`config.mk`:
```
export PLATFORM = sky130hd
export DESIGN_NAME = deep_sleep_clock_switch
export DESIGN_NICKNAME = d
export VERILOG_FILES = /design/src/rtl/deep_sleep_clock_switch_pkg.sv /design/src/rtl/deep_sleep_clock_switch.sv
export VERILOG_INCLUDE_DIRS = /design/src /design/src/rtl
export SDC_FILE = /design/constraint.sdc
export NUM_CORES = 1
export LEC_CHECK = 0
export BUFFER_PORTS_ARGS = -buffer_cell sky130_fd_sc_hd__buf_2
export CORE_ASPECT_RATIO = 0.75
export CORE_MARGIN = 4
export CORE_UTILIZATION = 46
export CTS_BUF_LIST = sky130_fd_sc_hd__clkbuf_16
export CTS_CLUSTER_DIAMETER = 30
export DETAILED_ROUTE_END_ITERATION = 7
export PLACE_DENSITY_LB_ADDON = 0.15
export SLEW_MARGIN = 40
export SYNTH_ARGS = -nofsm -noshare
export SYNTH_HDL_FRONTEND = slang
export SYNTH_SLANG_ARGS = --single-unit
```
`constraint.sdc`:
```
create_clock -name clk -period 4.3 [get_ports clk]
set_input_delay 0.86 -clock clk [delete_from_list [all_inputs] [get_ports clk]]
set_output_delay 0.86 -clock clk [all_outputs]
set_load 0.05 [all_outputs]
```
`src/rtl/deep_sleep_clock_switch_defines.svh`:
```
/*
 Register offsets, field positions and reset values for the deep-sleep
 clock switch. Assumes inclusion by bare name from the package and module.
*/
`ifndef DEEP_SLEEP_CLOCK_SWITCH_DEFINES_SVH
`define DEEP_SLEEP_CLOCK_SWITCH_DEFINES_SVH

`define ADDR_W 12
`define OFS_DS_CFG 12'h144
`define OFS_CHK_CLR 12'h150
`define OFS_FAULT_STAT 12'h154
`define OFS_INT_STAT 12'h158
`define OFS_INT_MASK 12'h15C

`define BIT_OVERRIDE 0
`define BIT_VER_CLR 0
`define INT_ENTRY 0
`define INT_EXIT 1
`define INT_FAULT 2
`define INT_W 3

`define SRC_W 2
`define DIV_W 4
`define SRC_MAIN 2'h0
`define SRC_INTERNAL 2'h1
`define DIV_RESET 4'h0
`define WORD_ZERO 32'h00000000

`endif

```
`src/rtl/deep_sleep_clock_switch_pkg.sv`:
```
/*
 Types shared by the deep-sleep clock switch.
 Assumes the defines header is on the include path.
*/
`include "deep_sleep_clock_switch_defines.svh"

package deep_sleep_clock_switch_pkg;

    typedef logic [`SRC_W-1:0] clk_src_t;
    typedef logic [`DIV_W-1:0] clk_div_t;

    typedef struct packed {
        logic [`ADDR_W-1:0] addr;
        logic [31:0] wdata;
        logic we;
        logic re;
    } reg_req_s;

    typedef struct packed {
        clk_src_t src;
        clk_div_t div;
        logic int_osc_en;
        logic main_osc_en;
        logic force_good;
    } clk_ctrl_s;

    typedef enum logic [1:0] {
        ST_RUN,
        ST_SLEEP_OVERRIDE,
        ST_SLEEP_PLAIN
    } sleep_state_e;

endpackage

```
`src/rtl/deep_sleep_clock_switch.sv`:
```
/*
 Deep-sleep clock source override and clock verification fault clearing.
 Assumes the run-mode source/divider, sleep entry/exit pulses and fault
 events all come from logic on clk; the clock mux itself lies outside.
*/
// Chosen here: the strobed register port.
`timescale 1ns/1ns
`default_nettype none
`include "deep_sleep_clock_switch_defines.svh"

module deep_sleep_clock_switch #(
    parameter int NUM_FAULTS = 2
) (
    input wire logic clk,
    input wire logic arst_n,
    input wire deep_sleep_clock_switch_pkg::reg_req_s req,
    output logic [31:0] rdata,
    input wire deep_sleep_clock_switch_pkg::clk_src_t run_src,
    input wire deep_sleep_clock_switch_pkg::clk_div_t run_div,
    input wire logic deep_sleep_enter,
    input wire logic deep_sleep_exit,
    input wire logic [NUM_FAULTS-1:0] fault_evt,
    output deep_sleep_clock_switch_pkg::clk_ctrl_s clk_ctrl,
    output logic [NUM_FAULTS-1:0] fault_active,
    output logic irq
);
    import deep_sleep_clock_switch_pkg::*;

    function automatic logic hit(input logic [`ADDR_W-1:0] a,
                                 input logic [`ADDR_W-1:0] ofs);
        hit = (a == ofs);
    endfunction

    function automatic logic [31:0] bit_word(input logic b);
        bit_word = {31'h00000000, b};
    endfunction

    // register file
    logic override_q, override_d;
    logic ver_clr_q, ver_clr_d;
    logic [`INT_W-1:0] int_stat_q, int_stat_d;
    logic [`INT_W-1:0] int_mask_q, int_mask_d;
    logic [31:0] rdata_q, rdata_d;
    logic irq_q, irq_d;

    // sleep sequencing and clock control
    sleep_state_e state_q, state_d;
    clk_src_t saved_src_q, saved_src_d;
    clk_div_t saved_div_q, saved_div_d;
    clk_ctrl_s ctrl_q, ctrl_d;
    logic [NUM_FAULTS-1:0] fault_q, fault_d;

    logic wr_cfg, wr_clr, wr_stat, wr_mask;
    logic entry_ev, exit_ev, fault_ev;

    // the internal oscillator must run whenever it is the chosen source
    function automatic logic needs_int_osc(input clk_src_t s);
        needs_int_osc = (s == `SRC_INTERNAL);
    endfunction

    // write strobes are decoded once here and shared by the control-bit and interrupt status groups below
    always_comb
    begin
        wr_cfg = req.we && hit(req.addr, `OFS_DS_CFG);
        wr_clr = req.we && hit(req.addr, `OFS_CHK_CLR);
        wr_stat = req.we && hit(req.addr, `OFS_INT_STAT);
        wr_mask = req.we && hit(req.addr, `OFS_INT_MASK);
    end

    // software-owned control bits
    always_comb
    begin
        override_d = override_q;
        if (wr_cfg)
        begin
            override_d = req.wdata[`BIT_OVERRIDE];
        end
        // hardware never touches this bit; only writes change it
        ver_clr_d = ver_clr_q;
        if (wr_clr)
        begin
            ver_clr_d = req.wdata[`BIT_VER_CLR];
        end
        // the mask only gates the line; it never clears status bits
        int_mask_d = int_mask_q;
        if (wr_mask)
        begin
            int_mask_d = req.wdata[`INT_W-1:0];
        end
    end

    always_ff @(posedge clk or negedge arst_n)
    begin
        if (!arst_n)
        begin
            override_q <= 1'b0;
            ver_clr_q <= 1'b0;
            int_mask_q <= '0;
        end
        else
        begin
            override_q <= override_d;
            ver_clr_q <= ver_clr_d;
            int_mask_q <= int_mask_d;
        end
    end

    // read data stand for one cycle and fall back to zero after it
    always_comb
    begin
        rdata_d = `WORD_ZERO;
        if (req.re)
        begin
            unique case (1'b1)
                hit(req.addr, `OFS_DS_CFG):
                    rdata_d = bit_word(override_q);
                hit(req.addr, `OFS_CHK_CLR):
                    rdata_d = bit_word(ver_clr_q);
                hit(req.addr, `OFS_FAULT_STAT):
                    rdata_d = {{(32-NUM_FAULTS){1'b0}}, fault_q};
                hit(req.addr, `OFS_INT_STAT):
                    rdata_d = {{(32-`INT_W){1'b0}}, int_stat_q};
                hit(req.addr, `OFS_INT_MASK):
                    rdata_d = {{(32-`INT_W){1'b0}}, int_mask_q};
                // unmapped offsets fall through and read as zero
                default: rdata_d = `WORD_ZERO;
            endcase
        end
    end

    always_ff @(posedge clk or negedge arst_n)
    begin
        if (!arst_n)
        begin
            rdata_q <= `WORD_ZERO;
        end
        else
        begin
            rdata_q <= rdata_d;
        end
    end

    // enter is taken only while running, exit only while asleep
    always_comb
    begin
        state_d = state_q;
        saved_src_d = saved_src_q;
        saved_div_d = saved_div_q;
        entry_ev = 1'b0;
        exit_ev = 1'b0;
        unique case (state_q)
            ST_RUN:
                if (deep_sleep_enter)
                begin
                    entry_ev = 1'b1;
                    // remember what was running so exit can restore it
                    saved_src_d = run_src;
                    saved_div_d = run_div;
                    state_d = override_q ? ST_SLEEP_OVERRIDE
                                         : ST_SLEEP_PLAIN;
                end
            // a second enter while asleep is ignored, not queued
            ST_SLEEP_OVERRIDE, ST_SLEEP_PLAIN:
                if (deep_sleep_exit)
                begin
                    exit_ev = 1'b1;
                    state_d = ST_RUN;
                end
        endcase
    end

    always_ff @(posedge clk or negedge arst_n)
    begin
        if (!arst_n)
        begin
            state_q <= ST_RUN;
            saved_src_q <= `SRC_MAIN;
            saved_div_q <= `DIV_RESET;
        end
        else
        begin
            state_q <= state_d;
            saved_src_q <= saved_src_d;
            saved_div_q <= saved_div_d;
        end
    end

    // verification faults are sticky until the clear bit is raised
    always_comb
    begin
        // while clear is held, detection is suppressed; clear wins here
        if (ver_clr_q)
        begin
            fault_d = '0;
        end
        else
        begin
            fault_d = fault_q | fault_evt;
        end
        fault_ev = (|fault_evt) && !ver_clr_q;
    end

    always_ff @(posedge clk or negedge arst_n)
    begin
        if (!arst_n)
        begin
            fault_q <= '0;
        end
        else
        begin
            fault_q <= fault_d;
        end
    end

    // clock control is registered so the mux outside sees clean levels
    always_comb
    begin
        ctrl_d.force_good = |fault_d;
        if (state_d == ST_SLEEP_OVERRIDE || ctrl_d.force_good)
        begin
            // internal oscillator doubles as the known good clock
            ctrl_d.src = `SRC_INTERNAL;
            ctrl_d.div = `DIV_RESET;
            ctrl_d.int_osc_en = 1'b1;
            ctrl_d.main_osc_en = (state_d != ST_SLEEP_OVERRIDE);
        end
        else if (state_d == ST_SLEEP_PLAIN)
        begin
            // plain sleep holds the entry source even if run config moves
            ctrl_d.src = saved_src_d;
            ctrl_d.div = saved_div_d;
            ctrl_d.int_osc_en = needs_int_osc(saved_src_d);
            ctrl_d.main_osc_en = 1'b1;
        end
        else if (exit_ev)
        begin
            // restore exactly what was latched at entry
            ctrl_d.src = saved_src_q;
            ctrl_d.div = saved_div_q;
            ctrl_d.int_osc_en = needs_int_osc(saved_src_q);
            ctrl_d.main_osc_en = 1'b1;
        end
        else
        begin
            // running: follow the run-mode selection as it changes
            ctrl_d.src = run_src;
            ctrl_d.div = run_div;
            ctrl_d.int_osc_en = needs_int_osc(run_src);
            ctrl_d.main_osc_en = 1'b1;
        end
    end

    always_ff @(posedge clk or negedge arst_n)
    begin
        if (!arst_n)
        begin
            ctrl_q.src <= `SRC_MAIN;
            ctrl_q.div <= `DIV_RESET;
            ctrl_q.int_osc_en <= 1'b0;
            ctrl_q.main_osc_en <= 1'b1;
            ctrl_q.force_good <= 1'b0;
        end
        else
        begin
            ctrl_q <= ctrl_d;
        end
    end

    // write-one-to-clear, a new event in the same cycle wins
    always_comb
    begin
        int_stat_d = int_stat_q;
        if (wr_stat)
        begin
            int_stat_d = int_stat_q & ~req.wdata[`INT_W-1:0];
        end
        int_stat_d[`INT_ENTRY] = int_stat_d[`INT_ENTRY] | entry_ev;
        int_stat_d[`INT_EXIT] = int_stat_d[`INT_EXIT] | exit_ev;
        int_stat_d[`INT_FAULT] = int_stat_d[`INT_FAULT] | fault_ev;
        // next-state values, so the line rises with its status bit
        irq_d = |(int_stat_d & int_mask_d);
    end

    always_ff @(posedge clk or negedge arst_n)
    begin
        if (!arst_n)
        begin
            int_stat_q <= '0;
            irq_q <= 1'b0;
        end
        else
        begin
            int_stat_q <= int_stat_d;
            irq_q <= irq_d;
        end
    end

    assign rdata = rdata_q;
    assign clk_ctrl = ctrl_q;
    assign fault_active = fault_q;
    assign irq = irq_q;

endmodule

`default_nettype wire

```
==> results by stage, run 1 <==
Run status:
- The run finished with clean final reports.

STA:
- In the finished design, the share of the clock period the worst path needs comes to 0.523.
- The final-layout setup total negative slack is 0 ns.
- The transition time of the tightest slew-check pin is 0.665 ns.
- The total count of max-transition violations in the final report is 0.
- Setup slack on the critical path of the routed design comes to 2.05 ns.
- Based on the critical path, the design can be clocked at up to 0.444 GHz.
- The worst pin sits at a relative slew slack of 0.557.
- The count of endpoints failing setup in the final report is 0.
- Setup repair after global routing left no endpoint under its margin.
- The final critical path time including I/O delays and setup is 2.25 ns.
- On the final layout, the worst clock skew is 0.00764 ns.
- The final hold violation count came to 0.

Critical path:
- The type of the worst setup path is reg -> reg.
- The startpoint of the most critical register-to-register path is state_q[0].
- Setup slack on the worst reg-to-reg path comes out at 2.05 ns.
- The critical path goes through inv_1, ha_1, mux2i_1, a2bb2oi_1, o31ai_4, nor3b_1, a311o_1.
- The depth of the worst register-to-register path is 7.
- STA puts the critical path data arrival time at 2.40 ns.
- The startpoint kind of the worst setup timing path is a flop.
- The required time at the worst-slack endpoint is 4.45 ns.
- The highest net fanout along the worst path is 9.
- The maximum cell stage delay along the critical path is 0.48 ns.
- In this run the critical register-to-register path is captured at clk_ctrl[2].
- The critical path endpoint category is a flop.
- Among all stages on the critical path, the largest delay is contributed by sky130_fd_sc_hd__o31ai_4.

Power:
- Summed over all cells, the static leakage comes to 0.977 nW.
- IR analysis of the VDD net gives a maximum drop of 0.000249 V.
- The total power is 0.919 mW.
- Dividing total power by cell area gives a power density of 468 mW/mm2.

Worst hold path:
- Counting instances, the worst hold path has a depth of 1.
- The tightest min-delay check is of the reg -> reg type.
- The worst hold path begins at saved_div_q[2].
- For hold timing, the worst endpoint is saved_div_q[2].

Global routing:
- The aggregate global-route resource usage is 0.150.
- The met1 track demand over resource is 0.182.
- The met3 usage in global routing is 0.0452.
- The busiest metal layer after global routing is met2.
- The initial antenna violation count is 0.
- The total overflow left after global routing is 0.
- The first global-routing pass estimated 5.38 mm of wire.
- The met2 layer usage reported by global route is 0.252.
- The via count of the first global-routing pass was 1231.
- Entering global routing, the biggest net connects 32 pins.

Die:
- The total area inside the core boundary comes to 0.00340 mm2.
- The initial standard-cell utilization of the core is 0.492.
- The die extent in x is 77.7 um.
- During I/O placement, the number of pins put on the boundary was 102.
- The floorplan row count is 18.
- The overall die area is 0.00468 mm2.
- The vertical die dimension is 60.2 um.

Routing:
- The routed layout has 1248 vias.
- The first-pass iteration count of the detailed router is 6.
- The initial detailed-routing violation count is 69.
- After detailed routing, the number of remaining DRC violations is 0.
- After detailed routing, the average wire length per cell comes to 13.0 um.
- For this block, the routed nets add up to 3.34 mm of wire.
- The count of nets left with antenna violations once routing finished came out at 0.
- The routed via count divided by cell count is 4.86.

Synthesis:
- The cell count after synthesis came out at 160.
- The Yosys warning count is 0.
- The cell area after synthesis is 0.00167 mm2.
- Of all cell types, the one taking the most synthesized area is sky130_fd_sc_hd__dfrtp_1.
- Of the post-synthesis cell area, the dominant cell type holds 0.448.
- Sorting the synthesized cells by area gives the leading types as sky130_fd_sc_hd__dfrtp_1 (45%), sky130_fd_sc_hd__buf_4 (13%), sky130_fd_sc_hd__mux2i_1 (6.0%).
- The share of the Yosys chip area taken by registers is 0.464.
- The number of library cell types mapped by synthesis is 39.
- Each instance of the synthesized netlist takes up on average 10.5 um2.
- The post-synthesis sequential element count is 31.

Clock network:
- The TritonCTS clock tree is done.
- The tree built by TritonCTS fans out to 31 sinks.
- The CTS root buffer is sky130_fd_sc_hd__clkbuf_16.
- The number of buffers created by CTS is 5.
- In this run the post-CTS setup repair buffer count came out at 0.
- The level count of the clock H-tree is 2.
- The clock reaches the later pin of the worst-skew pair after 0.27 ns.
- The longest clock path from root to sink contains 2 buffers.
- Post-CTS repair changed the size of 0 cells.
- After clock tree synthesis, the clock-pin slew on the worst setup and hold paths is 0.05 ns.
- The total of hold buffers inserted after clock tree synthesis is 0.

Layout:
- In the layout the commonest cells are sky130_fd_sc_hd__buf_2 (43), sky130_fd_sc_hd__dfrtp_1 (30), sky130_fd_sc_hd__conb_1 (29).
- The post-route core utilization is 0.578.
- Leaving out fill and tap cells, the most frequent cell in the layout is sky130_fd_sc_hd__buf_2.
- Compared with the post-synthesis result, the final layout area differs by 17.4%.
- The count of filler cells inserted in the layout is 295.
- The count of inserted antenna diode cells is 0.
- Of the cells placed in the final design, the portion with a size suffix greater than 1 is 0.314.
- The design area is 0.00197 mm2.
- The total number of nets in the final design is 265.

Job:
- The reported max-cap violation count is 0.

Placed design:
- After legalization and detailed placement, the total HPWL measured 2.52 mm.
- OpenSTA, run right after detailed placement, puts the worst setup slack at 1.87 ns.
- The total of buffers placed on input and output ports is 43.
- The total cell area at the placement stage is 0.00183 mm2.
- Routability-driven placement finished with a final weighted congestion of 0.919.
==> layout make-up <==
cell class / count / area [um2] / share of cell area
clock buffer: 5 / 125 / 0.0637
clock inverter: 3 / 15.0 / 0.00764
inverter: 9 / 33.8 / 0.0172
multi-input combinational: 116 / 737 / 0.375
sequential: 31 / 777 / 0.395
tap: 50 / 62.6 / 0.0318
timing repair buffer: 43 / 215 / 0.109
==> sequential cells by signal (all words and copies together), names as in the netlist, 2 cells and up <==
register and count:
int_mask_q 3, saved_div_q 4, clk_ctrl 9, fault_active 2
int_stat_q 3, state_q 2, saved_src_q 2, rdata 3
==> metrics by stage <==
step / std cells / hold slack [ns]
floorplan: 188 / 0.472
global placement: 249 / 0.486
detailed placement: 249 / 0.500
CTS: 257 / 0.511
global route: 257 / 0.518
finish: 257 / 0.510
==> cells in the mapped netlist, drive strengths merged <==
cell	instances
a211o	1
a21boi	1
a21oi	3
a221o	1
a2bb2oi	1
a311o	1
a31oi	2
and2	1
and4bb	1
buf	31
clkbuf	1
conb	1
dfrtp	30
dfstp	1
ha	1
inv	9
mux2	9
mux2i	10
nand2	13
nand2b	1
nand3	3
nand3b	2
nand4	1
nor2	16
nor3	2
nor3b	3
nor4	2
nor4b	1
o21ai	5
o21bai	1
o31ai	3
o32a	1
or2	1
==> critical path: cells and delay by family (launching register included) <==
kind / cells / cell delay, ns
compound gates: 3 / 0.97
fa+ha+maj: 1 / 0.36
buf+inv: 1 / 0.06
flops: 1 / 0.39
mux: 1 / 0.24
simple gates: 1 / 0.10
==> report_power, final <==
part           internal [mW]  switching (mW)  total, mW
logic                 0.0748           0.161      0.236
clock network          0.210           0.116      0.326
registers              0.335          0.0228      0.357
total                  0.619           0.300      0.919
==> cells by family after synthesis <==
group	Yosys count	synth area share
compound gates	20	0.0904
buf+inv	41	0.158
simple gates	47	0.155
flops	31	0.464
other cells	1	0.00224
mux	19	0.123
fa+ha+maj	1	0.00747
==> metal layers <==
| layer | vias to the layer above | part of all wire |
|---|---|---|
| met5 | - | 0 |
| met4 | 0 | 0.0093 |
| met3 | 7 | 0.080 |
| met2 | 54 | 0.47 |
| met1 | 602 | 0.44 |
| li1 | 585 | - |
==> how the worst max path moves through the flow <==
stage / from / end / slack [ns] / depth (start not counted)
6_report: state_q[0] / clk_ctrl[2] / 2.05 / 7
5_1_grt: state_q[0] / clk_ctrl[2] / 1.89 / 7
4_1_cts: state_q[0] / clk_ctrl[2] / 2.05 / 7
3_5_place_dp: deep_sleep_enter / clk_ctrl[2] / 1.87 / 6
3_3_place_gp: req[45] / irq / 1.87 / 6
2_1_floorplan: req[38] / irq / 2.13 / 6
Note: power is estimated with default switching activity, not from simulation.
==> inputs of run 2 (changes only) <==
--- a/config.mk
+++ b/config.mk
@@ -9,7 +9,7 @@
 export BUFFER_PORTS_ARGS = -buffer_cell sky130_fd_sc_hd__buf_2
 export CORE_ASPECT_RATIO = 0.75
 export CORE_MARGIN = 4
-export CORE_UTILIZATION = 46
+export CORE_UTILIZATION = 43
 export CTS_BUF_LIST = sky130_fd_sc_hd__clkbuf_16
 export CTS_CLUSTER_DIAMETER = 30
 export DETAILED_ROUTE_END_ITERATION = 7
==> constraint.sdc (replaced) <==
create_clock -name clk -period 2.2 [get_ports clk]
set_input_delay 0.44 -clock clk [delete_from_list [all_inputs] [get_ports clk]]
set_output_delay 0.44 -clock clk [all_outputs]
set_load 0.05 [all_outputs]
==> run 2 against run 1 <==
Effect of this change:
- critical path depth is 1 higher
- critical path type unchanged
- first-iteration DRC count is 30% lower
- cell area is 0.70% higher
- flip-flop and latch count stayed put
- die area is 6.1% higher
- clock power is 91% higher
- clock skew is 0.0040 ns lower
- non-clock buffer count is 2 higher
- largest cell class unchanged
==> results by stage, run 2 (synthesized netlist as in run 1, its figures left out) <==
STA:
- RSZ-0062 raised after global routing: false (unchanged).
- The final clock period utilization by the worst path is 0.947 (was 0.523).
- The final-layout setup total negative slack was 0 ns (unchanged).
- The count of endpoints failing setup in the final report came to 0 (unchanged).
- The total count of max-transition violations in the final report is 0 (unchanged).
- The transition time of the tightest slew-check pin is 0.674 ns (was 0.665 ns).
- The final hold violation count came to 0 (unchanged).
- The worst-case clock skew is 0.00363 ns (was 0.00764 ns).
- The worst max-slew margin expressed relative to the limit was 0.550 (was 0.557).
- The worst hold margin is 0.205 ns (was 0.510 ns).
- The final critical path time including I/O delays and setup was 2.08 ns (was 2.25 ns).
- The achievable clock frequency is 0.480 GHz (was 0.444 GHz).

Global routing:
- The initial antenna violation count came to 0 (unchanged).
- The aggregate global-route resource usage is 0.139 (was 0.150).
- The maximum number of pins on one net before global-route repair was 32 (unchanged).
- The via count of the first global-routing pass came to 1171 (was 1231).
- The overflow left after global routing is 0 (unchanged).
- The global-route wire length before repair is 5.21 mm (was 5.38 mm).

Routing:
- The remaining design rule violation count was 0 (unchanged).
- The first-pass iteration count of the detailed router is 4 (was 6).
- The total length of routed wires is 3.33 mm (was 3.34 mm).
- The final antenna-violating net count came to 0 (unchanged).
- The post-detailed-route wirelength per cell is 12.8 um (was 13.0 um).
- The count of vias placed by the detailed router is 1195 (was 1248).
- The routed via count divided by cell count is 4.58 (was 4.86).
- The initial detailed-routing violation count was 48 (was 69).

Clock network:
- The level count of the clock H-tree is 2 (unchanged).
- The clock sink count came to 31 (unchanged).
- The total of hold buffers inserted after clock tree synthesis is 0 (unchanged).
- The insertion delay of the later-clocked pin in the worst-skew pair came to 0.27 ns (about the same).
- The post-CTS clock slew at the launch and capture registers of the worst setup and hold paths is 0.05 ns (about the same).
- The total setup buffers inserted after CTS is 0 (unchanged).
- The buffer levels on the longest clock path is 2 (unchanged).
- The CTS root buffer is sky130_fd_sc_hd__clkbuf_16 (unchanged).
- The number of buffers created by CTS is 5 (unchanged).
- The TritonCTS clock tree is done (unchanged).
- The number of instances resized during post-cts repair is 0 (unchanged).

Die:
- The placeable core area came to 0.00371 mm2 (was 0.00340 mm2).
- The overall die area was 0.00497 mm2 (was 0.00468 mm2).
- The floorplan row count came to 19 (was 18).
- The initial standard-cell utilization of the core is 0.451 (was 0.492).
- The vertical die dimension is 62.0 um (was 60.2 um).
- The die extent in x is 80.1 um (was 77.7 um).
- The count of pins on the block boundary is 102 (unchanged).

Power:
- The proportion of power drawn by flip-flops and latches is 0.388 (was 0.389).
- The proportion of power drawn by combinational gates is 0.265 (was 0.257).
- The internal power summed over all cells is 1.21 mW (was 0.619 mW).
- The leakage power came to 0.991 nW (was 0.977 nW).
- The clock network power share is 0.347 (was 0.355).
- The ratio of total power to cell area was 906 mW/mm2 (was 468 mW/mm2).
- The total net switching power is 0.582 mW (was 0.300 mW).
- The maximum VDD drop is 0.000486 V (was 0.000249 V).
- The switching part of the total is 0.324 (was 0.327).

Layout:
- The synthesis-to-finish area growth came to 18.2% (was 17.4%).
- Most frequent cells in the layout: sky130_fd_sc_hd__buf_2 (43), sky130_fd_sc_hd__dfrtp_1 (30), sky130_fd_sc_hd__conb_1 (29) (unchanged).
- The multi-input logic area is 737 um2 (unchanged).
- The count of inserted antenna diode cells is 0 (unchanged).
- The share of final-layout standard cells stronger than drive strength 1 was 0.316 (was 0.314).
- The count of filler cells inserted in the layout was 344 (was 295).
- The total number of nets in the final design is 267 (was 265).
- The commonest non-fill, non-tap cell in the layout is sky130_fd_sc_hd__buf_2 (unchanged).
- The number of flip-flops under the largest register name is 9 (unchanged).
- The register area is 777 um2 (unchanged).

Run status:
- Result of the run: completed (unchanged).

Worst hold path:
- The path type of the worst min-delay path is in -> async (was reg -> reg).

Placed design:
- The total of buffers placed on input and output ports is 43 (unchanged).
- The final estimated routing congestion in global placement is 0.777 (was 0.919).
- The HPWL reported at the end of detailed placement was 2.64 mm (was 2.52 mm).

Critical path:
- The critical path endpoint category is a flop (unchanged).
- The startpoint kind of the worst setup timing path is a flop (unchanged).
- The worst endpoint data arrival time is 2.24 ns (was 2.40 ns).
- The required time at the worst-slack endpoint is 2.35 ns (was 4.45 ns).
- The type of the worst setup path is reg -> reg (unchanged).
- The highest net fanout along the worst path is 5 (was 9).

Job:
- The reported max-cap violation count is 0 (unchanged).
==> run 2: per-layer routing <==
metal | global-route usage | up-vias | wire [um]
met1 | 0.179 | 546 | 1540
met4 | 0.0530 | 0 | 17
met5 | 0 | - | 0
met2 | 0.211 | 61 | 1410
met3 | 0.0605 | 2 | 364
li1 | - | 586 | -
==> run 2: final timing paths <==
path / cells past startpoint / start / end / slack, ns
min: 1 / arst_n / fault_active[0] / 0.20
min reg2reg: 1 / saved_div_q[0] / saved_div_q[0] / 0.51
min in group clk: 3 / fault_evt[0] / fault_active[0] / 0.42
max in group asynchronous: 1 / arst_n / clk_ctrl[2] / 1.56
max: 8 / state_q[0] / clk_ctrl[6] / 0.12
max reg2reg: 8 / state_q[0] / clk_ctrl[6] / 0.12
==> run 2: critical path, cell delays in order, from the launching register on <==
cell	delay (ns)
sky130_fd_sc_hd__dfrtp_1	0.37
sky130_fd_sc_hd__inv_1	0.05
sky130_fd_sc_hd__ha_1	0.35
sky130_fd_sc_hd__mux2i_1	0.26
sky130_fd_sc_hd__a2bb2oi_1	0.16
sky130_fd_sc_hd__o31ai_4	0.30
sky130_fd_sc_hd__buf_4	0.22
sky130_fd_sc_hd__mux2i_1	0.19
sky130_fd_sc_hd__nor2_1	0.05
==> run 2: cell type report <==
class	instances	area share
well taps	52	0.0329
repair buffers	45	0.116
flip-flops and latches	31	0.393
inverters	9	0.0171
clock buffers	5	0.0632
multi-input cells	116	0.372
clock inverters	3	0.00569
==> run 2: metrics by stage <==
stage                util  setup slack, ns  instance area, um2  cells  total power, mW
CTS                 0.534            0.120                1980    261             1.81
detailed placement  0.497            0.126                1840    253             1.18
global placement    0.497            0.207                1840    253             1.16
global route        0.534           0.0109                1980    261             1.89
finish              0.534            0.117                1980    261             1.79
floorplan               -            0.200                1780    188             1.11
==> run 2: power groups by stage <==
stage	combinational [mW]	clock (mW)	sequential (mW)
4_1_cts	0.473	0.640	0.696
3_5_place_dp	0.473	0	0.705
6_report	0.475	0.622	0.697
2_1_floorplan	0.373	0	0.734
3_3_place_gp	0.459	0	0.699
5_1_grt	0.513	0.676	0.705
